[src/verilog/batt_therm_pkg.sv]
// Constants shared by the battery thermistor monitor
package batt_therm_pkg;

  // ----------------------------------------------------------------
  // Register offsets
  // ----------------------------------------------------------------
  localparam logic [7:0] OT1_THR_ADDR = 8'h38;
  localparam logic [7:0] UT1_THR_ADDR = 8'h39;
  localparam logic [7:0] OT2_THR_ADDR = 8'h3C;
  localparam logic [7:0] UT2_THR_ADDR = 8'h3D;
  localparam logic [7:0] RESULT_HI_ADDR = 8'h58;
  localparam logic [7:0] RESULT_LO_ADDR = 8'h59;
  localparam logic [7:0] ADC_CHAN_EN_ADDR = 8'h82;
  localparam logic [7:0] SRC_CTRL_ADDR = 8'h84;

  // ----------------------------------------------------------------
  // Field positions
  // ----------------------------------------------------------------
  localparam int ADC_TS_EN_BIT = 0;
  localparam int SRC_MODE_LSB = 0;
  localparam int SRC_FSEL_BIT = 2;
  localparam int SRC_LEVEL_LSB = 4;
  localparam int RESULT_LO_BITS = 4;

  // ----------------------------------------------------------------
  // Reset values
  // ----------------------------------------------------------------
  localparam logic [1:0] SRC_LEVEL_RST = 2'h3;
  localparam logic [1:0] SRC_MODE_RST = 2'h2;
  localparam logic SRC_FSEL_RST = 1'b0;
  localparam logic ADC_TS_EN_RST = 1'b0;
  localparam logic [7:0] OT1_THR_RST = 8'h20;
  localparam logic [7:0] UT1_THR_RST = 8'hA0;
  localparam logic [7:0] OT2_THR_RST = 8'h18;
  localparam logic [7:0] UT2_THR_RST = 8'hC0;

  // ----------------------------------------------------------------
  // Switch modes of the sense current
  // ----------------------------------------------------------------
  localparam logic [1:0] SRC_MODE_OFF = 2'h0;
  localparam logic [1:0] SRC_MODE_CHARGING = 2'h1;
  localparam logic [1:0] SRC_MODE_ADC_PHASE = 2'h2;
  localparam logic [1:0] SRC_MODE_ALWAYS = 2'h3;

  // ----------------------------------------------------------------
  // Conversion scale and hysteresis, in microvolts at the pin
  // ----------------------------------------------------------------
  localparam int CODE_WIDTH = 12;
  localparam int CODE_STEP_UV = 800;
  localparam int HYST_UT_UV = 460800;
  localparam int HYST_OT_UV = 57600;
  localparam logic [11:0] HYST_UT_CODES = 12'(HYST_UT_UV / CODE_STEP_UV);
  localparam logic [11:0] HYST_OT_CODES = 12'(HYST_OT_UV / CODE_STEP_UV);

  // ----------------------------------------------------------------
  // Event bits
  // ----------------------------------------------------------------
  localparam int EV_COUNT = 5;
  localparam int EV_L1_OVER = 0;
  localparam int EV_L1_UNDER = 1;
  localparam int EV_L1_RETURN = 2;
  localparam int EV_L2_OVER = 3;
  localparam int EV_L2_UNDER = 4;

endpackage

[src/verilog/threshold_tracker.sv]
// One temperature threshold with hysteresis and entry/exit pulses
`timescale 1ns/1ps
`default_nettype none

module threshold_tracker #(
  parameter int CODE_W = 12,
  parameter bit HIGH_SIDE = 1'b0
) (
  input wire logic i_core_clk,
  input wire logic i_nrst,
  input wire logic i_clk_en,
  input wire logic i_clear,
  input wire logic i_sample,
  input wire logic [CODE_W-1:0] i_code,
  input wire logic [CODE_W-1:0] i_level,
  input wire logic [CODE_W-1:0] i_hyst,
  output logic o_active,
  output logic o_enter,
  output logic o_leave
);

  // Checked while the design is elaborated, before anything runs
  if (CODE_W < 2) begin
    $error("threshold_tracker: CODE_W too small");
  end

  logic active_q;
  logic enter_q;
  logic leave_q;
  wire logic [CODE_W:0] code_x = {1'b0, i_code};
  wire logic [CODE_W:0] level_x = {1'b0, i_level};
  wire logic [CODE_W:0] hyst_x = {1'b0, i_hyst};
  // Extra bit keeps the release point from wrapping near the top of the code range
  wire logic beyond = HIGH_SIDE ? (code_x > level_x) : (code_x < level_x);
  wire logic released = HIGH_SIDE ? (code_x + hyst_x <= level_x) : (code_x >= level_x + hyst_x);
  wire logic go_in = i_sample && !active_q && beyond;
  wire logic go_out = i_sample && active_q && released;

  always_ff @(posedge i_core_clk) begin
    if (!i_nrst) begin
      active_q <= 1'b0;
      enter_q <= 1'b0;
      leave_q <= 1'b0;
    end else if (i_clk_en) begin
      active_q <= !i_clear && (go_in || (active_q && !go_out));
      enter_q <= !i_clear && go_in;
      leave_q <= !i_clear && go_out;
    end
  end

  assign o_active = active_q;
  assign o_enter = enter_q;
  assign o_leave = leave_q;

endmodule

`default_nettype wire

[src/verilog/battery_thermistor_monitor.sv]
// Battery thermistor monitor: sense current, result capture, thresholds, events
//
// Overview of operation
// - Sense current level field, reset 80uA
// - Current on only during temperature conversion in the reset mode (ADC phase)
// - Switch mode: off, charging, ADC phase, always
// - ADC enable bit gates thermistor conversion
// - Result split high eight, low four
// - One code step is 0.8 mV
// - Always-on mode invalidates auxiliary pin conversions
// - First-level thresholds at 38H and 39H
// - Second-level thresholds at 3CH and 3DH
// - First-level crossing: interrupt, halt, status low
// - Second-level crossing raises interrupt only
// - Release hysteresis 460.8 mV under, 57.6 mV over
// - Returning to window: interrupt, resume, status high
// - Function select makes pin general-purpose input
// - Interrupts follow enable, mode, charging state
`timescale 1ns/1ps
`default_nettype none

module battery_thermistor_monitor #(
  parameter int CODE_W = 12
) (
  input wire logic i_core_clk,
  input wire logic i_nrst,
  input wire logic i_clk_en,
  // Register port
  input wire logic [7:0] i_reg_addr,
  input wire logic i_reg_wr_en,
  input wire logic [7:0] i_reg_wdata,
  input wire logic i_reg_rd_en,
  output logic [7:0] o_reg_rdata,
  // Interrupt enable and write-one-to-clear of the status bits
  input wire logic [4:0] i_irq_enable,
  input wire logic [4:0] i_irq_clear,
  output logic [4:0] o_irq_status,
  output logic o_irq,
  output logic [4:0] o_event,
  // ADC sequencer on the same clock
  input wire logic i_adc_ts_phase,
  input wire logic i_adc_done,
  input wire logic [CODE_W-1:0] i_adc_code,
  output logic o_adc_ts_enable,
  output logic o_aux_adc_invalid,
  output logic o_general_purpose_analog_input,
  // Thermistor sense pin current source
  output logic o_sense_current_on,
  output logic [1:0] o_sense_current_level,
  // Charger
  input wire logic i_charging,
  output logic o_charge_halt,
  output logic o_batt_temp_good
);

  // Checked while the design is elaborated, before anything runs
  if (CODE_W != batt_therm_pkg::CODE_WIDTH) begin
    $error("battery_thermistor_monitor: CODE_W must match the result registers");
  end

  // ----------------------------------------------------------------
  // Charging level from the charger, synchronised
  // ----------------------------------------------------------------
  logic charging_meta_q;
  logic charging_q;

  always_ff @(posedge i_core_clk) begin
    if (!i_nrst) begin
      charging_meta_q <= 1'b0;
      charging_q <= 1'b0;
    end else if (i_clk_en) begin
      charging_meta_q <= i_charging;
      charging_q <= charging_meta_q;
    end
  end

  // ----------------------------------------------------------------
  // Register storage
  // ----------------------------------------------------------------
  logic [1:0] src_level_q;
  logic [1:0] src_mode_q;
  logic src_fsel_q;
  logic adc_ts_en_q;
  logic [7:0] ot1_thr_q;
  logic [7:0] ut1_thr_q;
  logic [7:0] ot2_thr_q;
  logic [7:0] ut2_thr_q;
  logic [CODE_W-1:0] result_q;

  wire logic wr_src = i_reg_wr_en && (i_reg_addr == batt_therm_pkg::SRC_CTRL_ADDR);
  wire logic wr_adc = i_reg_wr_en && (i_reg_addr == batt_therm_pkg::ADC_CHAN_EN_ADDR);
  wire logic wr_ot1 = i_reg_wr_en && (i_reg_addr == batt_therm_pkg::OT1_THR_ADDR);
  wire logic wr_ut1 = i_reg_wr_en && (i_reg_addr == batt_therm_pkg::UT1_THR_ADDR);
  wire logic wr_ot2 = i_reg_wr_en && (i_reg_addr == batt_therm_pkg::OT2_THR_ADDR);
  wire logic wr_ut2 = i_reg_wr_en && (i_reg_addr == batt_therm_pkg::UT2_THR_ADDR);

  // Conversions are captured even in general-purpose mode so the pin stays readable
  wire logic capture = i_adc_done && adc_ts_en_q;

  always_ff @(posedge i_core_clk) begin
    if (!i_nrst) begin
      src_level_q <= batt_therm_pkg::SRC_LEVEL_RST;
      src_mode_q <= batt_therm_pkg::SRC_MODE_RST;
      src_fsel_q <= batt_therm_pkg::SRC_FSEL_RST;
      adc_ts_en_q <= batt_therm_pkg::ADC_TS_EN_RST;
      ot1_thr_q <= batt_therm_pkg::OT1_THR_RST;
      ut1_thr_q <= batt_therm_pkg::UT1_THR_RST;
      ot2_thr_q <= batt_therm_pkg::OT2_THR_RST;
      ut2_thr_q <= batt_therm_pkg::UT2_THR_RST;
      result_q <= '0;
    end else if (i_clk_en) begin
      if (wr_src) begin
        src_level_q <= i_reg_wdata[batt_therm_pkg::SRC_LEVEL_LSB +: 2];
        src_mode_q <= i_reg_wdata[batt_therm_pkg::SRC_MODE_LSB +: 2];
        src_fsel_q <= i_reg_wdata[batt_therm_pkg::SRC_FSEL_BIT];
      end
      if (wr_adc) begin
        adc_ts_en_q <= i_reg_wdata[batt_therm_pkg::ADC_TS_EN_BIT];
      end
      if (wr_ot1) begin
        ot1_thr_q <= i_reg_wdata;
      end
      if (wr_ut1) begin
        ut1_thr_q <= i_reg_wdata;
      end
      if (wr_ot2) begin
        ot2_thr_q <= i_reg_wdata;
      end
      if (wr_ut2) begin
        ut2_thr_q <= i_reg_wdata;
      end
      if (capture) begin
        result_q <= i_adc_code;
      end
    end
  end

  // ----------------------------------------------------------------
  // Read path
  // ----------------------------------------------------------------
  localparam int LO_PAD = 8 - batt_therm_pkg::RESULT_LO_BITS;
  wire logic [7:0] result_hi = result_q[CODE_W-1 -: 8];
  wire logic [7:0] result_lo = {{LO_PAD{1'b0}}, result_q[batt_therm_pkg::RESULT_LO_BITS-1:0]};
  wire logic [7:0] src_rd = {2'h0, src_level_q, 1'b0, src_fsel_q, src_mode_q};
  wire logic [7:0] adc_rd = {7'h00, adc_ts_en_q};
  wire logic [7:0] rd_mux =
    (i_reg_addr == batt_therm_pkg::OT1_THR_ADDR) ? ot1_thr_q :
    (i_reg_addr == batt_therm_pkg::UT1_THR_ADDR) ? ut1_thr_q :
    (i_reg_addr == batt_therm_pkg::OT2_THR_ADDR) ? ot2_thr_q :
    (i_reg_addr == batt_therm_pkg::UT2_THR_ADDR) ? ut2_thr_q :
    (i_reg_addr == batt_therm_pkg::RESULT_HI_ADDR) ? result_hi :
    (i_reg_addr == batt_therm_pkg::RESULT_LO_ADDR) ? result_lo :
    (i_reg_addr == batt_therm_pkg::ADC_CHAN_EN_ADDR) ? adc_rd :
    (i_reg_addr == batt_therm_pkg::SRC_CTRL_ADDR) ? src_rd : 8'h00;

  logic [7:0] rdata_q;

  always_ff @(posedge i_core_clk) begin
    if (!i_nrst) begin
      rdata_q <= 8'h00;
    end else if (i_clk_en && i_reg_rd_en) begin
      rdata_q <= rd_mux;
    end
  end

  // ----------------------------------------------------------------
  // Current source gating and protection qualifiers
  // ----------------------------------------------------------------
  wire logic src_on_d =
    (src_mode_q == batt_therm_pkg::SRC_MODE_CHARGING) ? charging_q :
    (src_mode_q == batt_therm_pkg::SRC_MODE_ADC_PHASE) ? i_adc_ts_phase :
    (src_mode_q == batt_therm_pkg::SRC_MODE_ALWAYS);
  wire logic aux_invalid_d = (src_mode_q == batt_therm_pkg::SRC_MODE_ALWAYS);

  // Protection armed only in thermistor function with conversion enabled and a switch mode other than off
  wire logic prot_armed = !src_fsel_q && adc_ts_en_q && (src_mode_q != batt_therm_pkg::SRC_MODE_OFF);
  // Mode 01 only watches while charging; trackers hold their state otherwise
  wire logic prot_live = prot_armed && ((src_mode_q != batt_therm_pkg::SRC_MODE_CHARGING) || charging_q);
  wire logic sample = capture && prot_live;
  wire logic clear_trk = !prot_armed;

  // ----------------------------------------------------------------
  // Threshold trackers
  // ----------------------------------------------------------------
  wire logic [CODE_W-1:0] ot1_lvl = {ot1_thr_q, 4'h0};
  wire logic [CODE_W-1:0] ut1_lvl = {ut1_thr_q, 4'h0};
  wire logic [CODE_W-1:0] ot2_lvl = {ot2_thr_q, 4'h0};
  wire logic [CODE_W-1:0] ut2_lvl = {ut2_thr_q, 4'h0};
  logic ot1_act;
  logic ot1_in;
  logic ut1_act;
  logic ut1_in;
  logic ot2_in;
  logic ut2_in;

  threshold_tracker #(.CODE_W(CODE_W), .HIGH_SIDE(1'b0)) u_ot1 (
    .i_core_clk(i_core_clk),
    .i_nrst(i_nrst),
    .i_clk_en(i_clk_en),
    .i_clear(clear_trk),
    .i_sample(sample),
    .i_code(i_adc_code),
    .i_level(ot1_lvl),
    .i_hyst(batt_therm_pkg::HYST_OT_CODES),
    .o_active(ot1_act),
    .o_enter(ot1_in),
    .o_leave()
  );

  threshold_tracker #(.CODE_W(CODE_W), .HIGH_SIDE(1'b1)) u_ut1 (
    .i_core_clk(i_core_clk),
    .i_nrst(i_nrst),
    .i_clk_en(i_clk_en),
    .i_clear(clear_trk),
    .i_sample(sample),
    .i_code(i_adc_code),
    .i_level(ut1_lvl),
    .i_hyst(batt_therm_pkg::HYST_UT_CODES),
    .o_active(ut1_act),
    .o_enter(ut1_in),
    .o_leave()
  );

  threshold_tracker #(.CODE_W(CODE_W), .HIGH_SIDE(1'b0)) u_ot2 (
    .i_core_clk(i_core_clk),
    .i_nrst(i_nrst),
    .i_clk_en(i_clk_en),
    .i_clear(clear_trk),
    .i_sample(sample),
    .i_code(i_adc_code),
    .i_level(ot2_lvl),
    .i_hyst(batt_therm_pkg::HYST_OT_CODES),
    .o_active(),
    .o_enter(ot2_in),
    .o_leave()
  );

  threshold_tracker #(.CODE_W(CODE_W), .HIGH_SIDE(1'b1)) u_ut2 (
    .i_core_clk(i_core_clk),
    .i_nrst(i_nrst),
    .i_clk_en(i_clk_en),
    .i_clear(clear_trk),
    .i_sample(sample),
    .i_code(i_adc_code),
    .i_level(ut2_lvl),
    .i_hyst(batt_therm_pkg::HYST_UT_CODES),
    .o_active(),
    .o_enter(ut2_in),
    .o_leave()
  );

  // ----------------------------------------------------------------
  // Temperature-good status, charger halt, events
  // ----------------------------------------------------------------
  logic temp_good_q;
  logic halt_q;
  logic [4:0] event_q;
  logic [4:0] status_q;

  wire logic good_now = !(ot1_act || ut1_act);
  // A return is only reported from inside protection; disarming is silent
  wire logic l1_return = good_now && !temp_good_q && prot_armed;
  wire logic [4:0] event_d = {ut2_in, ot2_in, l1_return, ut1_in, ot1_in};
  wire logic [4:0] status_set = event_d & i_irq_enable;
  // Set wins over a clear in the same cycle so no event is lost
  wire logic [4:0] status_d = status_set | (status_q & ~i_irq_clear);

  always_ff @(posedge i_core_clk) begin
    if (!i_nrst) begin
      temp_good_q <= 1'b1;
      halt_q <= 1'b0;
      event_q <= 5'h00;
      status_q <= 5'h00;
    end else if (i_clk_en) begin
      temp_good_q <= good_now;
      // Own flop so the charger sees a clean registered level
      halt_q <= !good_now;
      event_q <= event_d;
      status_q <= status_d;
    end
  end

  // ----------------------------------------------------------------
  // Registered outputs
  // ----------------------------------------------------------------
  logic src_on_q;
  logic aux_invalid_q;
  logic gp_mode_q;
  logic irq_q;

  always_ff @(posedge i_core_clk) begin
    if (!i_nrst) begin
      src_on_q <= 1'b0;
      aux_invalid_q <= 1'b0;
      gp_mode_q <= 1'b0;
      irq_q <= 1'b0;
    end else if (i_clk_en) begin
      src_on_q <= src_on_d;
      aux_invalid_q <= aux_invalid_d;
      gp_mode_q <= src_fsel_q;
      irq_q <= |status_d;
    end
  end

  assign o_reg_rdata = rdata_q;
  assign o_irq_status = status_q;
  assign o_irq = irq_q;
  assign o_event = event_q;
  assign o_adc_ts_enable = adc_ts_en_q;
  assign o_aux_adc_invalid = aux_invalid_q;
  assign o_general_purpose_analog_input = gp_mode_q;
  assign o_sense_current_on = src_on_q;
  assign o_sense_current_level = src_level_q;
  assign o_charge_halt = halt_q;
  assign o_batt_temp_good = temp_good_q;

endmodule

`default_nettype wire

[config.mk]
export PLATFORM = sky130hd
export DESIGN_NAME = battery_thermistor_monitor
export DESIGN_NICKNAME = d
export VERILOG_FILES = /design/src/verilog/batt_therm_pkg.sv /design/src/verilog/threshold_tracker.sv /design/src/verilog/battery_thermistor_monitor.sv
export SDC_FILE = /design/constraint.sdc
export NUM_CORES = 1
export LEC_CHECK = 0
export BUFFER_PORTS_ARGS = -buffer_cell sky130_fd_sc_hd__buf_2
export CORE_ASPECT_RATIO = 1.1
export CORE_UTILIZATION = 55
export CTS_CLUSTER_DIAMETER = 100
export DETAILED_ROUTE_END_ITERATION = 7
export GPL_TIMING_DRIVEN = 0
export PLACE_DENSITY = 0.86
export SYNTH_ARGS = -nofsm -noshare
export SYNTH_HDL_FRONTEND = slang
export SYNTH_SLANG_ARGS = --single-unit
[constraint.sdc]
create_clock -name i_core_clk -period 3 [get_ports i_core_clk]
set_input_delay 0.15 -clock i_core_clk [delete_from_list [all_inputs] [get_ports i_core_clk]]
set_output_delay 0.15 -clock i_core_clk [all_outputs]
set_load 0.01 [all_outputs]
* Yosys cells after proc, flatten, opt, wreduce, memory -nomap -nowiden
Cells that the tools add are included.
** Storage, ports and cells
- Logic and storage cells :: 133
- Output and inout bits :: 27
- Bits in registers :: 84
** Operators by class
- Mux-type cells :: 10
- Reductions and logical operators :: 68
- $lt $le $gt $ge :: 8
- Bitwise logic cells :: 4
- $add $sub $neg :: 3
- Equality and inequality tests :: 12
** Operator list (count)
- 1-bit logical AND :: 42
- 8-bit 2-to-1 mux :: 5
- 8-bit by 6-bit equality test with 1-bit output (second input constant) :: 4
- 12-bit by 7-bit adder with 13-bit output (second input constant) :: 2
- 12-bit by 13-bit greater-or-equal comparator with 1-bit output :: 2
- 13-bit by 12-bit <= comparator with 1-bit output :: 2
- 12-bit greater-than comparator :: 2
- 12-bit < comparator :: 2
- 6-bit 2-to-1 mux :: 3
- 8-bit by 7-bit equality test with 1-bit output (second input constant) :: 2
- 8-bit equality test (second input constant) :: 2
- 2-bit AND reduction :: 7
- 12-bit by 10-bit adder with 13-bit output (second input constant) :: 1
- 1-bit zero test :: 11
- 5-bit AND :: 2
- 1-bit logical OR :: 6
- 5-bit inverter :: 1
- 5-bit OR :: 1
- 5-bit OR reduction :: 1
- 2-bit equality test (second input constant) :: 2
- 2-bit by 1-bit equality test with 1-bit output (second input constant) :: 1
- 1-bit 2-to-1 mux :: 2
- 2-bit by 1-bit != test with 1-bit output (second input constant) :: 1
- 2-bit nonzero test :: 1

* Longest topological paths before layout
- Depth in word-level cells :: 11
- Gate-level depth with buffers :: 9

* By module
From an unflattened synthesis, not the netlist that was laid out.
** Second synthesis, totals
- Cell total of the unflattened synthesis :: 1011
- Area total of the unflattened synthesis :: 8500.7 sq um
** Modules (own cells, without submodules)
- battery_thermistor_monitor :: seq. area each 1521.5 sq um, cells each 394, times used 1, area an instance 3681.0 sq um
- threshold_tracker at u_ut2 :: seq. area each 60.1 sq um, cells each 156, times used 1, area an instance 1223.7 sq um
- threshold_tracker at u_ot2 :: seq. area each 60.1 sq um, cells each 157, times used 1, area an instance 1218.7 sq um
- threshold_tracker at u_ut1 :: seq. area each 60.1 sq um, cells each 155, times used 1, area an instance 1207.4 sq um
- threshold_tracker at u_ot1 :: seq. area each 60.1 sq um, cells each 149, times used 1, area an instance 1169.9 sq um

* Worst setup path after synthesis
OpenSTA, ideal clock, no wires.
- Kind :: in2reg
- From :: input port i_adc_code[6]
- To :: register u_ut2.active_q (netlist: u_ut2.o_active)
- Cell stages on the path :: 9
- Slack :: 1050 ps
- Arrival :: 1835 ps
- Cells stage by stage :: ha_1 a21oi_1 xnor2_1 ha_1 nand3_1 or4_1 o211ai_1 a21oi_1 o21a_1
** On the way
- Longest elaborated chain between the ends :: 7
- Elaborated cells on any way between the ends :: 9
- Those cells by class :: add/sub (1); order compare (2); reduce/logical (6)
** Ends and longest elaborated chain
- start: declaration :: line battery_thermistor_monitor.sv:43 : input wire logic [CODE_W-1:0] i_adc_code,
- 12-bit by 10-bit adder with 13-bit output :: line threshold_tracker.sv:35 : wire logic released = HIGH_SIDE ? (code_x + hyst_x <= level_x) : (code_x >= level_x + hyst_x);
- 13-bit by 12-bit <= comparator with 1-bit output :: line threshold_tracker.sv:35
- 1-bit logical AND :: line threshold_tracker.sv:37 : wire logic go_out = i_sample && active_q && released;
- 1-bit zero test :: line threshold_tracker.sv:45 : active_q <= !i_clear && (go_in || (active_q && !go_out));
- 1-bit logical AND :: line threshold_tracker.sv:45
- 1-bit logical OR * :: line threshold_tracker.sv:45
- 1-bit logical AND * :: line threshold_tracker.sv:45
- end signal: assignment :: line threshold_tracker.sv:45
- end: declaration :: line threshold_tracker.sv:27 : logic active_q;
Mark *: on every way between the ends. The rest lies on a longest branch, timed or not.
A chain may end at the register's enable or synchronous reset.

* Worst setup path after layout
- From :: register ot1_thr_q[4]
- To :: register u_ot1.active_q (netlist: u_ot1.o_active)
** On the way
- Longest elaborated chain between the ends :: 7
- Elaborated cells on any way between the ends :: 9
- Those cells by class :: add/sub (1); order compare (2); reduce/logical (6)
** Ends and longest elaborated chain
- start: declaration :: line battery_thermistor_monitor.sv:84 : logic [7:0] ot1_thr_q;
- start signal: assignment :: line battery_thermistor_monitor.sv:106 : ot1_thr_q <= batt_therm_pkg::OT1_THR_RST;
- start signal: assignment :: line battery_thermistor_monitor.sv:121 : ot1_thr_q <= i_reg_wdata;
- 12-bit by 7-bit adder with 13-bit output :: line threshold_tracker.sv:35
- 12-bit by 13-bit greater-or-equal comparator with 1-bit output :: line threshold_tracker.sv:35
- 1-bit logical AND :: line threshold_tracker.sv:37
- 1-bit zero test :: line threshold_tracker.sv:45
- 1-bit logical AND :: line threshold_tracker.sv:45
- 1-bit logical OR * :: line threshold_tracker.sv:45
- 1-bit logical AND * :: line threshold_tracker.sv:45
- end signal: assignment :: line threshold_tracker.sv:45
- end: declaration :: line threshold_tracker.sv:27
Marked as above.

==> reports/results.ini <==
[sta]
finalCritPeriodShare = 0.819
maxSlewHeadroom = 0.350
setup_tns_ns = 0
setup_viol = 0
layout_setup_ws_ns = 0.543
worst_pin_slew_ns = 0.950
grt_setup_unrepaired = false
drv_slew = 0
fmax_mhz = 407
clock_skew_ns = 0.0140
holdWs_ns = 0.0219
hold_viol_final = 0
fin_crit_ns = 2.46

[yosys]
ys_async_sr_fraction = 0
ys_ff_latch = 84
syn_area_sq_mm = 0.00553
synth_cell_types = 71
synth-edff-count = 0
synth_nets = 742
synth.avg_cell_area_sq_um = 8.71
yosysWarnings = 0
yosysSeqAreaShare = 0.304
ys.flop_type = dfxtp_1
syn_inst = 635

[cts]
cts_setup_buffers = 0
clk_pin_slew_ns = 0.10
numCtsBuffers = 9
clk_path_buf_depth = 2
clock_latency_ns = 0.38
clock_sinks = 84
cts_tree = done
hold_buffers = 0
htreeDepth = 3
ctsResizeCount = 0
cts-root-buf = clkbuf_8

[detailed_routing]
dr.pass1.iters = 8
vias = 5318
drc = 14
wirelength_um = 16800
wl_per_cell_um = 20.0
avgViaCountPerCell = 6.32
postRouteAntennaNets = 0
drtIter0Drc = 487

[place]
placed_area_sq_mm = 0.00604
post-dp-hpwl_um = 12900
io_buffers = 71
gp_routability_congestion = 0.984
dpl.cell_count = 826
pre_cts_ws_ns = 0.461

[run]
cap_viol_max_count = 0

[critical_path]
cp_slowest_stage_delay_ns = 0.46
worstSetupEndpoint = u_ot1.o_active
critical_path_required_ns = 3.32
worst_r2r_path_depth = 9
cp_slowest_cell = clkbuf_1
cp_num_buf_inv = 1
startpoint = ot1_thr_q[4]
cp-end-kind = register
critical_path.cell_chain = clkbuf_1, nand3_1, nor3_1, xnor2_1, ha_1, a2111oi_0, nand4_1, a21oi_1, a211o_1
worstSetupPathType = register to register
r2r_slack_ns = 0.54
crit_arrival_ns = 2.78
worst-path-stages = 9
start_kind = register
rr_startpoint = ot1_thr_q[4]
cp_top_family = compound AO/OA/AOI/OAI gates
r2r_end = u_ot1.o_active
critPathMaxFanout = 8

[pwr]
p_leak_nw = 2.53
power_mw = 2.21
irDropWorstVdd_mv = 0.275
powerDensity_mw_per_mm2 = 355

[global_route]
overflow = 0
grt_pass1_wl_um = 26500
grt_antenna_before_repair = 0
grt_usage = 0.330
grt_max_degree = 16
grt_pass1_vias = 5147

[cells_and_area]
design_area_sq_mm = 0.00621
fin_util = 0.631
area_growth_syn_to_layout_pct = 12.3
nets = 824
num_antenna_cells = 0
drive_gt1_frac = 0.161
layout_commonest_cell = dfxtp_1
n_fill_cell = 855
finalNonFillerCells = 842
final_cell_mix = 84 x dfxtp_1, 78 x nand2_1, 75 x buf_2

[die]
die_h_um = 107
start_util = 0.562
dieArea_sq_mm = 0.0105
io_pins = 73
die_width_um = 97.6
rows = 38
core_area_sq_mm = 0.00984

[run_status]
violations = design-rule violations
status = finished with violations

[hold_path]
min_path_type = input pin to register

## layer usage
layer,vias up,global-route usage,wire [um]
li1,2464,-,-
met1,2478,0.401,6820
met2,311,0.552,7680
met3,65,0.0469,1440
met4,0,0.207,892
met5,-,0,0
## kinds of logic after synthesis
group,share of synthesized area
compound gates,0.197
simple gates,0.226
xor+xnor,0.0190
mux,0.0672
fa+ha+maj,0.138
flops,0.304
buf+inv,0.0486
## how the worst min path moves through the flow
stage	start	end	slack, ns	depth (start not counted)
finish	i_adc_code[1]	result_q[1]	0.02	3
detailed placement	i_irq_enable[2]	o_irq	0.42	3
CTS	i_adc_code[1]	result_q[1]	0.02	3
floorplan	i_reg_wdata[4]	o_sense_current_level[0]	0.28	2
global placement	i_charging	charging_meta_q	0.42	3
global route	i_adc_code[1]	result_q[1]	0.05	3
## cells in the mapped netlist, drive strengths merged, types with 9 or more instances
| cell | number | area [sq um] |
|---|---|---|
| nand2b | 10 | 70.1 |
| nor3 | 17 | 108 |
| nor2 | 20 | 91.3 |
| nand3 | 21 | 123 |
| o21a | 9 | 67.6 |
| ha | 61 | 763 |
| inv | 42 | 158 |
| clkbuf | 15 | 76.3 |
| a21boi | 24 | 180 |
| dfxtp | 84 | 1680 |
| nor2b | 39 | 244 |
| nand2 | 80 | 305 |
| o211ai | 10 | 75.1 |
| a21oi | 28 | 140 |
| o21ai | 18 | 90.1 |
| xnor2 | 11 | 96.3 |
| mux2i | 36 | 360 |
## sequential cells by signal, summed over array words and instances, names as in the netlist, 2 cells and up
| signal | flops |
|---|---|
| ot1_thr_q | 8 |
| o_reg_rdata | 8 |
| src_mode_q | 2 |
| ut1_thr_q | 8 |
| o_irq_status | 5 |
| ut2_thr_q | 8 |
| o_sense_current_level | 2 |
| ot2_thr_q | 8 |
| o_event | 5 |
| result_q | 12 |
## power by group
part | internal (mW) | switching, mW
clock network | 0.305 | 0.462
registers | 1.12 | 0.00386
logic | 0.122 | 0.193
total | 1.55 | 0.659
## area by class of cell
cell class / instances / area [sq um] / share of cell area
Timing Repair Buffer: 71 / 355 / 0.0572
Clock inverter: 7 / 51.3 / 0.00826
Buffer: 22 / 111 / 0.0179
Clock buffer: 9 / 124 / 0.0199
Tap cell: 120 / 150 / 0.0242
Sequential cell: 84 / 1680 / 0.271
Multi-Input combinational cell: 487 / 3580 / 0.577
Inverter: 42 / 158 / 0.0254
## worst register-to-register path, cell delays in order (launching register included)
cell	delay [ns]
dfxtp_1	0.33
clkbuf_1	0.46
nand3_1	0.19
nor3_1	0.28
xnor2_1	0.11
ha_1	0.19
a2111oi_0	0.41
nand4_1	0.14
a21oi_1	0.17
a211o_1	0.12
No activity file was read; power rests on OpenSTA's default activity.
